[src/owd_params.svh]
`ifndef OWD_PARAMS_SVH
`define OWD_PARAMS_SVH

// register offsets (byte addresses, 32-bit words)
`define OWD_ADDR_OPT1      8'h00
`define OWD_ADDR_OPT2      8'h04
`define OWD_ADDR_CAUSE     8'h08
`define OWD_ADDR_STATUS    8'h0c
`define OWD_ADDR_MASK      8'h10
`define OWD_ADDR_COUNT     8'h14

// field positions
`define OWD_OPT1_EN_BIT    7
`define OWD_OPT1_TMO_BIT   6
`define OWD_OPT2_CLK_BIT   7
`define OWD_CAUSE_WD_BIT   5
`define OWD_CAUSE_EXT_BIT  6
`define OWD_IRQ_SVC_BIT    0
`define OWD_IRQ_LOCK_BIT   1

// reset values
`define OWD_OPT1_RESET     8'hc0
`define OWD_OPT2_RESET     8'h80

// overflow counts (log2)
`define OWD_LF_SHORT_LOG2  5
`define OWD_LF_LONG_LOG2   8
`define OWD_BUS_SHORT_LOG2 13
`define OWD_BUS_LONG_LOG2  18

// low-frequency tick period
`define OWD_LF_PERIOD_US   1000
`define OWD_CLK_NS         100
`define OWD_LF_DIV_CYCLES  ((`OWD_LF_PERIOD_US * 1000) / `OWD_CLK_NS)

// width of the system reset pulse
`define OWD_RST_PULSE_CYC  16

`endif

[src/owd_pkg.sv]
package owd_pkg;
   typedef logic [17:0] owd_count_t;
   typedef enum logic [1:0] {
      OWD_RUN   = 2'b00,
      OWD_FIRE  = 2'b01,
      OWD_HOLD  = 2'b10
   } owd_state_e;
endpackage : owd_pkg

[src/owd_tick_if.sv]
`timescale 1ns/1ps
`default_nettype none
interface owd_tick_if;
   logic tick;
   logic restart;
   modport src (output tick, input restart);
   modport dst (input tick, output restart);
endinterface : owd_tick_if
`default_nettype wire

[src/owd_watchdog.sv]
`timescale 1ns/1ps
`default_nettype none
`include "owd_params.svh"
module owd_watchdog
   import owd_pkg::*;
(
   // clock and reset
   input  wire logic        MCLK_IN,
   input  wire logic        RESET_N_IN,
   // register port
   input  wire logic [7:0]  ADDR_IN,
   input  wire logic [31:0] WDATA_IN,
   input  wire logic        WR_IN,
   input  wire logic        RD_IN,
   output var  logic [31:0] RDATA_OUT,
   // system state
   input  wire logic        STOP_MODE_IN,
   input  wire logic        DEBUG_MODE_IN,
   input  wire logic        EXT_RESET_N_IN,
   // outputs
   output var  logic        SYS_RESET_OUT,
   output var  logic        IRQ_OUT
);
   localparam int unsigned PULSE = `OWD_RST_PULSE_CYC;

   owd_tick_if tk ();

   logic        opt1_en_reg;
   logic        opt1_tmo_reg;
   logic        opt2_clk_reg;
   logic        opt1_lock_reg;
   logic        opt2_lock_reg;
   owd_count_t  count_reg;
   logic        cause_wd_reg;
   logic        cause_ext_reg;
   logic [1:0]  status_reg;
   logic [1:0]  mask_reg;
   owd_state_e  state_reg;
   logic [4:0]  pulse_reg;
   logic        stop_s1_reg;
   logic        stop_s2_reg;
   logic        stop_d_reg;
   logic        dbg_s1_reg;
   logic        dbg_s2_reg;
   logic        ext_s1_reg;
   logic        ext_s2_reg;
   logic        ext_seen_reg;

   function automatic logic hit(input logic [7:0] a, input logic [7:0] o);
      return a == o;
   endfunction : hit

   logic        wr_opt1;
   logic        wr_opt2;
   logic        wr_svc;
   logic        wr_status;
   logic        wr_mask;
   logic        first_opt1;
   logic        first_opt2;
   logic        svc_clear;
   logic        stop_enter;
   logic        step;
   logic        overflow;
   logic [1:0]  status_set;
   logic [31:0] rd_word;
   owd_count_t  limit;

   assign wr_opt1    = WR_IN && hit(ADDR_IN, `OWD_ADDR_OPT1);
   assign wr_opt2    = WR_IN && hit(ADDR_IN, `OWD_ADDR_OPT2);
   assign wr_svc     = WR_IN && hit(ADDR_IN, `OWD_ADDR_CAUSE);
   assign wr_status  = WR_IN && hit(ADDR_IN, `OWD_ADDR_STATUS);
   assign wr_mask    = WR_IN && hit(ADDR_IN, `OWD_ADDR_MASK);
   assign first_opt1 = wr_opt1 && !opt1_lock_reg;
   assign first_opt2 = wr_opt2 && !opt2_lock_reg;
   assign svc_clear  = wr_svc || first_opt1 || first_opt2;
   assign stop_enter = stop_s2_reg && !stop_d_reg;
   assign status_set = {first_opt1 || first_opt2, wr_svc};

   // two-flop synchronisers for pin-level inputs; stop keeps a delayed copy for entry
   always_ff @(posedge MCLK_IN or negedge RESET_N_IN) begin
      if (!RESET_N_IN) begin
         stop_s1_reg <= 1'b0;
         stop_s2_reg <= 1'b0;
         stop_d_reg  <= 1'b0;
      end else begin
         stop_s1_reg <= STOP_MODE_IN;
         stop_s2_reg <= stop_s1_reg;
         stop_d_reg  <= stop_s2_reg;
      end
   end

   always_ff @(posedge MCLK_IN or negedge RESET_N_IN) begin
      if (!RESET_N_IN) begin
         dbg_s1_reg <= 1'b0;
         dbg_s2_reg <= 1'b0;
      end else begin
         dbg_s1_reg <= DEBUG_MODE_IN;
         dbg_s2_reg <= dbg_s1_reg;
      end
   end

   // pin idles high; resetting high avoids a false edge
   always_ff @(posedge MCLK_IN or negedge RESET_N_IN) begin
      if (!RESET_N_IN) begin
         ext_s1_reg <= 1'b1;
         ext_s2_reg <= 1'b1;
      end else begin
         ext_s1_reg <= EXT_RESET_N_IN;
         ext_s2_reg <= ext_s1_reg;
      end
   end

   // slow tick restarts while stopped so count resumes from zero
   assign tk.restart = stop_s2_reg;

   // ~1 kHz tick enable
   owd_lf_tick u_lf_tick (
      .clk_in   (MCLK_IN),
      .rst_n_in (RESET_N_IN),
      .tk       (tk)
   );

   // option registers, write-once after reset
   always_ff @(posedge MCLK_IN or negedge RESET_N_IN) begin
      if (!RESET_N_IN) begin
         opt1_en_reg   <= 1'b1;
         opt1_tmo_reg  <= 1'b1;
         opt1_lock_reg <= 1'b0;
      end else if (first_opt1) begin
         opt1_en_reg   <= WDATA_IN[`OWD_OPT1_EN_BIT];
         opt1_tmo_reg  <= WDATA_IN[`OWD_OPT1_TMO_BIT];
         opt1_lock_reg <= 1'b1;
      end
   end

   always_ff @(posedge MCLK_IN or negedge RESET_N_IN) begin
      if (!RESET_N_IN) begin
         opt2_clk_reg  <= 1'b1;
         opt2_lock_reg <= 1'b0;
      end else if (first_opt2) begin
         opt2_clk_reg  <= WDATA_IN[`OWD_OPT2_CLK_BIT];
         opt2_lock_reg <= 1'b1;
      end
   end

   // last count before overflow; worked in 19 bits since 2^18 does not fit
   always_comb begin
      case ({opt2_clk_reg, opt1_tmo_reg})
         2'b00:   limit = owd_count_t'((19'h0_0001 << `OWD_LF_SHORT_LOG2) - 19'h0_0001);
         2'b01:   limit = owd_count_t'((19'h0_0001 << `OWD_LF_LONG_LOG2) - 19'h0_0001);
         2'b10:   limit = owd_count_t'((19'h0_0001 << `OWD_BUS_SHORT_LOG2) - 19'h0_0001);
         default: limit = owd_count_t'((19'h0_0001 << `OWD_BUS_LONG_LOG2) - 19'h0_0001);
      endcase
   end

   // bus clock counts every cycle, slow clock on tick
   assign step = opt1_en_reg && !dbg_s2_reg && !stop_s2_reg
                 && (opt2_clk_reg || tk.tick);
   assign overflow = step && (count_reg == limit);

   // watchdog counter
   always_ff @(posedge MCLK_IN or negedge RESET_N_IN) begin
      if (!RESET_N_IN) begin
         count_reg <= '0;
      end else if (state_reg != OWD_RUN || svc_clear) begin
         count_reg <= '0;
      end else if (stop_enter && !opt2_clk_reg) begin
         count_reg <= '0;
      end else if (overflow) begin
         count_reg <= '0;
      end else if (step) begin
         count_reg <= count_reg + owd_count_t'(1);
      end
   end

   // reset pulse sequencer
   always_ff @(posedge MCLK_IN or negedge RESET_N_IN) begin
      if (!RESET_N_IN) begin
         state_reg <= OWD_RUN;
         pulse_reg <= 5'h00;
      end else begin
         case (state_reg)
            OWD_RUN: begin
               if (overflow) begin
                  state_reg <= OWD_FIRE;
                  pulse_reg <= 5'h00;
               end
            end
            OWD_FIRE: begin
               if (pulse_reg == 5'(PULSE - 1)) begin
                  state_reg <= OWD_HOLD;
               end else begin
                  pulse_reg <= pulse_reg + 5'h01;
               end
            end
            default: begin
               state_reg <= OWD_RUN;
            end
         endcase
      end
   end

   // reset output high for the whole fire state
   always_ff @(posedge MCLK_IN or negedge RESET_N_IN) begin
      if (!RESET_N_IN) begin
         SYS_RESET_OUT <= 1'b0;
      end else if (state_reg == OWD_RUN) begin
         SYS_RESET_OUT <= overflow;
      end else if (state_reg == OWD_FIRE) begin
         SYS_RESET_OUT <= (pulse_reg != 5'(PULSE - 1));
      end else begin
         SYS_RESET_OUT <= 1'b0;
      end
   end

   // reset cause; survives own system reset pulse
   always_ff @(posedge MCLK_IN or negedge RESET_N_IN) begin
      if (!RESET_N_IN) begin
         cause_wd_reg  <= 1'b0;
         cause_ext_reg <= 1'b0;
         ext_seen_reg  <= 1'b0;
      end else begin
         ext_seen_reg <= !ext_s2_reg;
         if (overflow && state_reg == OWD_RUN) begin
            cause_wd_reg  <= 1'b1;
            cause_ext_reg <= 1'b0;
         end else if (!ext_s2_reg && !ext_seen_reg) begin
            cause_wd_reg  <= 1'b0;
            cause_ext_reg <= 1'b1;
         end
      end
   end

   // sticky events: service and lock; set wins over clear
   generate
      for (genvar i = 0; i < 2; i++) begin : g_status
         always_ff @(posedge MCLK_IN or negedge RESET_N_IN) begin
            if (!RESET_N_IN) begin
               status_reg[i] <= 1'b0;
            end else if (status_set[i]) begin
               status_reg[i] <= 1'b1;
            end else if (wr_status && WDATA_IN[i]) begin
               status_reg[i] <= 1'b0;
            end
         end
      end
   endgenerate

   // interrupt mask, same layout as status
   always_ff @(posedge MCLK_IN or negedge RESET_N_IN) begin
      if (!RESET_N_IN) begin
         mask_reg <= 2'b00;
      end else if (wr_mask) begin
         mask_reg <= WDATA_IN[1:0];
      end
   end

   // level interrupt, one cycle behind status
   always_ff @(posedge MCLK_IN or negedge RESET_N_IN) begin
      if (!RESET_N_IN) begin
         IRQ_OUT <= 1'b0;
      end else begin
         IRQ_OUT <= |(status_reg & mask_reg);
      end
   end

   // read mux; cause register is read-only
   always_comb begin
      rd_word = 32'h0000_0000;
      case (ADDR_IN)
         `OWD_ADDR_OPT1:   rd_word = {24'h0, opt1_en_reg, opt1_tmo_reg, 6'h00};
         `OWD_ADDR_OPT2:   rd_word = {24'h0, opt2_clk_reg, 7'h00};
         `OWD_ADDR_CAUSE:  rd_word = {24'h0, 1'b0, cause_ext_reg, cause_wd_reg, 5'h00};
         `OWD_ADDR_STATUS: rd_word = {30'h0, status_reg};
         `OWD_ADDR_MASK:   rd_word = {30'h0, mask_reg};
         `OWD_ADDR_COUNT:  rd_word = {14'h0, count_reg};
         default:          rd_word = 32'h0000_0000;
      endcase
   end

   // read data stands only in the cycle after the strobe
   always_ff @(posedge MCLK_IN or negedge RESET_N_IN) begin
      if (!RESET_N_IN) begin
         RDATA_OUT <= 32'h0000_0000;
      end else if (RD_IN) begin
         RDATA_OUT <= rd_word;
      end else begin
         RDATA_OUT <= 32'h0000_0000;
      end
   end
endmodule : owd_watchdog
`default_nettype wire

[src/owd_lf_tick.sv]
`timescale 1ns/1ps
`default_nettype none
`include "owd_params.svh"
module owd_lf_tick
   import owd_pkg::*;
(
   input wire logic  clk_in,
   input wire logic  rst_n_in,
   owd_tick_if.src   tk
);
   localparam int unsigned DIV = `OWD_LF_DIV_CYCLES;
   logic [13:0] div_reg;

   // ~1 kHz enable; restart realigns after stop
   always_ff @(posedge clk_in or negedge rst_n_in) begin
      if (!rst_n_in) begin
         div_reg <= 14'h0000;
         tk.tick <= 1'b0;
      end else if (tk.restart) begin
         div_reg <= 14'h0000;
         tk.tick <= 1'b0;
      end else if (div_reg == 14'(DIV - 1)) begin
         div_reg <= 14'h0000;
         tk.tick <= 1'b1;
      end else begin
         div_reg <= div_reg + 14'h0001;
         tk.tick <= 1'b0;
      end
   end
endmodule : owd_lf_tick
`default_nettype wire

[config.mk]
export PLATFORM = sky130hd
export DESIGN_NAME = owd_watchdog
export DESIGN_NICKNAME = d
export VERILOG_FILES = /design/src/owd_pkg.sv /design/src/owd_tick_if.sv /design/src/owd_watchdog.sv /design/src/owd_lf_tick.sv
export VERILOG_INCLUDE_DIRS = /design/src
export SDC_FILE = /design/constraint.sdc
export NUM_CORES = 1
export LEC_CHECK = 0
export BUFFER_PORTS_ARGS = -buffer_cell sky130_fd_sc_hd__buf_4
export CAP_MARGIN = 15
export CORE_ASPECT_RATIO = 0.5
export CORE_MARGIN = 8
export CORE_UTILIZATION = 49
export DETAILED_ROUTE_END_ITERATION = 10
export PLACE_DENSITY = 0.76
export SYNTH_ARGS = -nofsm -noshare
export SYNTH_HDL_FRONTEND = slang
export SYNTH_SLANG_ARGS = --single-unit
[constraint.sdc]
create_clock -name MCLK_IN -period 2.1 [get_ports MCLK_IN]
set_input_delay 0.21 -clock MCLK_IN [delete_from_list [all_inputs] [get_ports MCLK_IN]]
set_output_delay 0.21 -clock MCLK_IN [all_outputs]
set_load 0.005 [all_outputs]
**After elaboration in Yosys (flattened, before gate mapping)**

Index checks and enable logic that the tools add are counted.

- Input port bits: 47
- Output and inout bits: 34
- Word-level logic and storage cells: 114
- Bits in registers: 93

- Bitwise gates (word level): 1
- Add/sub/neg operators: 3
- Reduce and logical (&&, ||, !) cells: 42
- Eq/ne operators: 15
- Multiplexer cells: 27

Operator list:

| cell | count |
|---|---|
| $pmux W18 S6 | 1 |
| $mux W18 | 5 |
| $pmux W18 S3 | 1 |
| $mux W14 | 2 |
| $add A18 B1 Y18 const B | 1 |
| $eq A18 B18 Y1 | 1 |
| $logic_and A1 B1 Y1 | 17 |
| $eq A8 B4 Y1 const B | 2 |
| $eq A8 B5 Y1 const B | 2 |
| $add A14 B1 Y14 const B | 1 |
| $eq A14 B14 Y1 const B | 1 |
| $mux W1 | 12 |
| $mux W5 | 2 |
| $pmux W5 S2 | 1 |
| $reduce_bool A2 Y1 | 5 |
| $eq A8 B3 Y1 const B | 1 |
| $logic_not A1 Y1 | 8 |
| $logic_not A8 Y1 | 1 |
| $ne A2 B2 Y1 const B | 3 |
| $add A5 B1 Y5 const B | 1 |
| $eq A5 B4 Y1 const B | 1 |
| $logic_or A1 B1 Y1 | 5 |
| $ne A5 B4 Y1 const B | 1 |
| $eq A2 B1 Y1 const B | 2 |
| 9 further kinds | 11 |

**Longest topological paths before layout**

- Word-level depth: 8
- Depth in mapped cells: 8
- Depth with buffers taken out: 7

**By module**

Synthesis repeated with hierarchy kept, for this count alone.

- Cells, all modules: 358
- Area total of the unflattened synthesis: 3789.9 sq um

By module, submodules not included:

| module | area an instance (sq um) | seq. area each (sq um) | cells an instance | times used |
|---|---|---|---|---|
| owd_watchdog | 3039.2 | 1607.8 | 286 | 1 |
| owd_lf_tick | 750.7 | 375.4 | 72 | 1 |

**Worst setup path after synthesis**

Ideal clock, no wire load.

- Path type: reg2reg
- Start point: reg opt2_clk_reg
- End point: reg count_reg[7]
- Setup time: 126 ps
- Slack: 32 ps
- Required time: 1974 ps
- Cell stages (with the launch flop): 9
- Path buffers: 2
- Clock period less this slack: 2068 ps
- Arrival time: 1942 ps
- Cells stage by stage: dfstp_2 > buf_2 > nor2_1 > nor4b_2 > nand3_1 > o21ai_2 > buf_6 > nor2_1 > a221o_1

- Cells in the longest elaborated chain, start to end: 7
- Elaborated cells between the ends (all ways): 14
- Those cells by class: eq/ne (3); mux (4); reduce/logical (7)

RTL lines:

| element | RTL line | source |
|---|---|---|
| from (decl) | owd_watchdog.sv:30 | `logic opt2_clk_reg;` |
| from (signal assigned) | owd_watchdog.sv:141 | `` opt2_clk_reg <= WDATA_IN[`OWD_OPT2_CLK_BIT]; `` |
| $eq A2 B2 Y1, or another cell as far along | owd_watchdog.sv:148 | `case ({opt2_clk_reg, opt1_tmo_reg})` |
| $pmux W18 S3 | owd_watchdog.sv:148 |  |
| $eq A18 B18 Y1 | owd_watchdog.sv:159 | `assign overflow = step && (count_reg == limit);` |
| $logic_and A1 B1 Y1 | owd_watchdog.sv:159 |  |
| $mux W18 | owd_watchdog.sv:169 | `end else if (overflow) begin` |
| $mux W18 | owd_watchdog.sv:167 | `end else if (stop_enter && !opt2_clk_reg) begin` |
| $mux W18 | owd_watchdog.sv:165 | `end else if (state_reg != OWD_RUN \|\| svc_clear) begin` |
| to (signal assigned) | owd_watchdog.sv:172 | `count_reg <= count_reg + owd_count_t'(1);` |
| to (decl) | owd_watchdog.sv:33 | `owd_count_t count_reg;` |

Parallel ways exist; a longest one is shown, timed or not.
A chain may end at the register's enable or synchronous reset.

**Worst setup path in the final report**

- Start point: reg opt2_clk_reg
- End point: reg pulse_reg[0]

- Cells in the longest elaborated chain, start to end: 6
- Elaborated cells between the ends (all ways): 10
- Those cells by class: eq/ne (4); mux (1); reduce/logical (5)

RTL lines:

| element | RTL line | source |
|---|---|---|
| $eq A2 B2 Y1, or another cell as far along | owd_watchdog.sv:148 |  |
| $pmux W18 S3 | owd_watchdog.sv:148 |  |
| $eq A18 B18 Y1 | owd_watchdog.sv:159 |  |
| $logic_and A1 B1 Y1 * | owd_watchdog.sv:159 |  |
| $ne A2 B2 Y1 (no line) * | -- |  |
| $reduce_and A3 Y1 (no line) * | -- |  |
| to (signal assigned) | owd_watchdog.sv:193 | `pulse_reg <= pulse_reg + 5'h01;` |
| to (decl) | owd_watchdog.sv:39 | `logic [4:0] pulse_reg;` |

Every way passes the cells marked *; elsewhere a longest branch is shown, timed or not.

==> run_results.csv <==
group,metric,value,unit
global_route,busiest_layer,"met2",
cells_and_area,fillCellCount,586,
synth,synth.area.mux_share,2.70,%
synth,synth-simple-area-share,24.2,%
routing,via_per_inst,5.48,
synth,synth-async-reset-ratio,100,%
routing,post_drt_wl_per_cell,16.0,um
routing,route.vias.total,2786,
synth,yosysWarnings,0,
synth,synth_compound_area_share,7.87,%
power_and_ir_drop,power_density,766,nW/um2
floorplanning,die_x,138,um
timing,tightestPinTransition,0.959,ns
synth,synth-xor-area-share,5.03,%
timing,hold_viol_final,0,
global_route,gr-total-overflow,0,
synth,yosysSeqAreaShare,54.2,%
job,cap_violations,0,
clocking,htreeDepth,3,
cells_and_area,utilization,61.2,%
global_route,grt_util_met3,4.55,%
floorplanning,die_y,77.1,um
setup_path,worstSetupStartpointType,"register",
floorplanning,initial_core_util,50.2,%
power_and_ir_drop,ir_drop,0.411,mV
global_route,grt_pass1_vias,2862,
synth,syn_avg_cell_area,10.6,um2
global_route,met1_usage,18.8,%
routing,drt_wl_total,8.12,mm
cells_and_area,area_growth_syn_to_layout,22.1,%
place,hpwl,5.39,mm
global_route,grt_first_pass_wirelength,13.6,mm
min_path,hp-class,"in2async",
synth,synth_top_family_by_area,"simple AND/OR/NAND/NOR gates",
synth,ys.flop_type,"dfrtp_1",
global_route,grt_max_degree,80,
cells_and_area,fin_nets,458,
synth,syn_inst,346,
timing,fin_skew,0.00368,ns
clocking,numCtsBuffers,9,
place,io_buffers,38,
timing,fin_crit_sh,95.2,%
synth,synth_top_area_share,50.6,%
power_and_ir_drop,power,3.42,mW
floorplanning,die-area,10700,um2
status,status,"complete, no violations",
cells_and_area,multiInputGateArea,1580,um2
synth,synthAdderAreaFrac,1.37,%
clocking,clock_latency,0.33,ns
synth,synth_top_area_cell,"dfrtp_1",
timing,fin_ws,0.102,ns
timing,slew_headroom,36.0,%
setup_path,crit_required,2.31,ns
synth,syn_area,3660,um2
setup_path,critical_path_class,"reg2reg",
timing,grt_setup_unrepaired,"false",
global_route,met2_usage,25.4,%
setup_path,endpoint_kind,"register",
clocking,cts_tree,"built",
place,dp_cells,486,
synth,synth_edf_count,0,
power_and_ir_drop,p_leak,2.12,nW
clocking,path_clk_slew,0.06,ns
routing,route.detailed.drc,0,
floorplanning,num_rows,22,
timing,clock.fmax,0.500,GHz
place,dp_slack,-0.0170,ns
setup_path,crit_fanout,8,
synth,synth-seq-cells,79,
routing,drt_iter0_markers,196,
global_route,antenna_found_initial,0,
cells_and_area,drive_gt1_share,23.3,%
routing,drtAntennaViolNets,0,
clocking,cts-root-buf,"clkbuf_16",
floorplanning,core-area,7290,um2
synth,synth_area_leaders,"dfrtp_1 (51%), nor2_1 (4.9%), dfstp_2 (3.6%), xor2_1 (3.1%), buf_4 (3.1%)",
place,routabilityCongestion,0.875,
clocking,clock-sinks,79,
cells_and_area,antennaDiodeCount,0,
timing,drv_slew,0,
setup_path,arrival,2.21,ns
clocking,ctsLongestPathBuffers,2,
global_route,grtUsageTotal,15.6,%
cells_and_area,seq_area,1980,um2
timing,setup_violations,0,
synth,ys_types,55,
floorplanning,pin_count,81,
cells_and_area,fin_cells,508,
timing,layout_min_cycle_time,2.00,ns
routing,drt-pass1-iter-count,4,
timing,hold_slack,0.0262,ns
[layout by cell type, fill, tap and decap left out, types with 4 or more instances in the layout]
cell       instances
a22o_1             6
and2_1            17
and3_1             7
buf_4             53
clkbuf_16          9
conb_1            14
dfrtp_1           74
dfstp_2            5
ha_1               4
inv_1              6
mux2_2             7
nand2_1           24
nand2b_1           5
nand3_1           20
nand4_1            8
nor2_1            48
nor2b_1            4
nor3_1             6
o21ai_0           12
xnor2_1            8
xor2_1            13
[logic make-up (layout without fill, tap and decap cells)]
family / count (synthesis) / in the layout
adder cells (fa/ha/maj): 4 / 4
AND/OR/NAND/NOR: 164 / 164
flip-flops: 79 / 79
multiplexers: 9 / 9
AO/OA/AOI/OAI: 41 / 41
XOR/XNOR: 21 / 21
other: 1 / 14
buffers and inverters: 27 / 80
[repair_timing]
action,4_1_cts,5_1_grt
buffers inserted,3,0
endpoints found under the hold margin,3,0
hold buffers,3,0
endpoints found under the setup margin,1,11
resized for setup,1,4
pin swaps,1,1
[through the flow]
step                TNS, ns  instance area [um2]
detailed placement  -0.0170                 4090
CTS                       0                 4450
finish                    0                 4470
global route              0                 4470
global placement          0                 4090
floorplan                 0                 3710
[report_power, final]
| group | internal [mW] | switching, mW | leakage, nW |
|---|---|---|---|
| sequential | 1.57 | 0.0524 | 1.05 |
| clock | 0.984 | 0.582 | 0.146 |
| combinational | 0.103 | 0.127 | 0.918 |
| total | 2.66 | 0.761 | 2.12 |
[cell type report]
| class | count | share of cell area [%] |
|---|---|---|
| tap | 96 | 2.69 |
| multi-input combinational | 253 | 35.3 |
| inverter | 6 | 0.504 |
| clock buffer | 13 | 5.83 |
| sequential | 79 | 44.4 |
| timing repair buffer | 58 | 10.3 |
| clock inverter | 3 | 0.953 |
[critical path, cell delays in order, from the launching register on]
cell      delay (ns)
dfstp_2         0.54
nor2_1          0.06
nor4b_2         0.34
buf_4           0.21
o211ai_1        0.10
and4bb_4        0.41
or2_2           0.14
mux2i_1         0.07
[Yosys cell counts (3+ instances only)]
library cell	number
nor3_1	6
nand4_1	8
o21ai_0	12
dfstp_2	5
buf_4	15
and2_1	17
nand2_1	24
clkbuf_1	3
dfrtp_1	74
and3_1	7
xnor2_1	8
nor2b_1	4
nor3_2	3
mux2_2	7
or3_1	4
nor4_1	4
xor2_1	13
nand3_1	20
ha_1	4
a22o_1	6
nor2_1	48
nand2b_1	5
inv_1	6
o21ai_1	3
[routing by layer]
| metal | routed length, um | share of wire [%] |
|---|---|---|
| met2 | 3910 | 48 |
| met1 | 3530 | 43 |
| met5 | 0 | 0 |
| met3 | 459 | 5.7 |
| met4 | 216 | 2.7 |
[worst paths after layout]
check | cells past startpoint | startpoint | slack [ns] | to
min | 1 | RESET_N_IN | 0.03 | u_lf_tick.div_reg[8]
min in group MCLK_IN | 2 | WDATA_IN[7] | 0.13 | opt2_clk_reg
min reg2reg | 0 | dbg_s1_reg | 0.35 | dbg_s2_reg
max in group asynchronous | 1 | RESET_N_IN | 1.45 | count_reg[11]
max reg2reg | 7 | opt2_clk_reg | 0.10 | pulse_reg[0]
max | 7 | opt2_clk_reg | 0.10 | pulse_reg[0]
No activity file was read; power rests on OpenSTA's default activity.
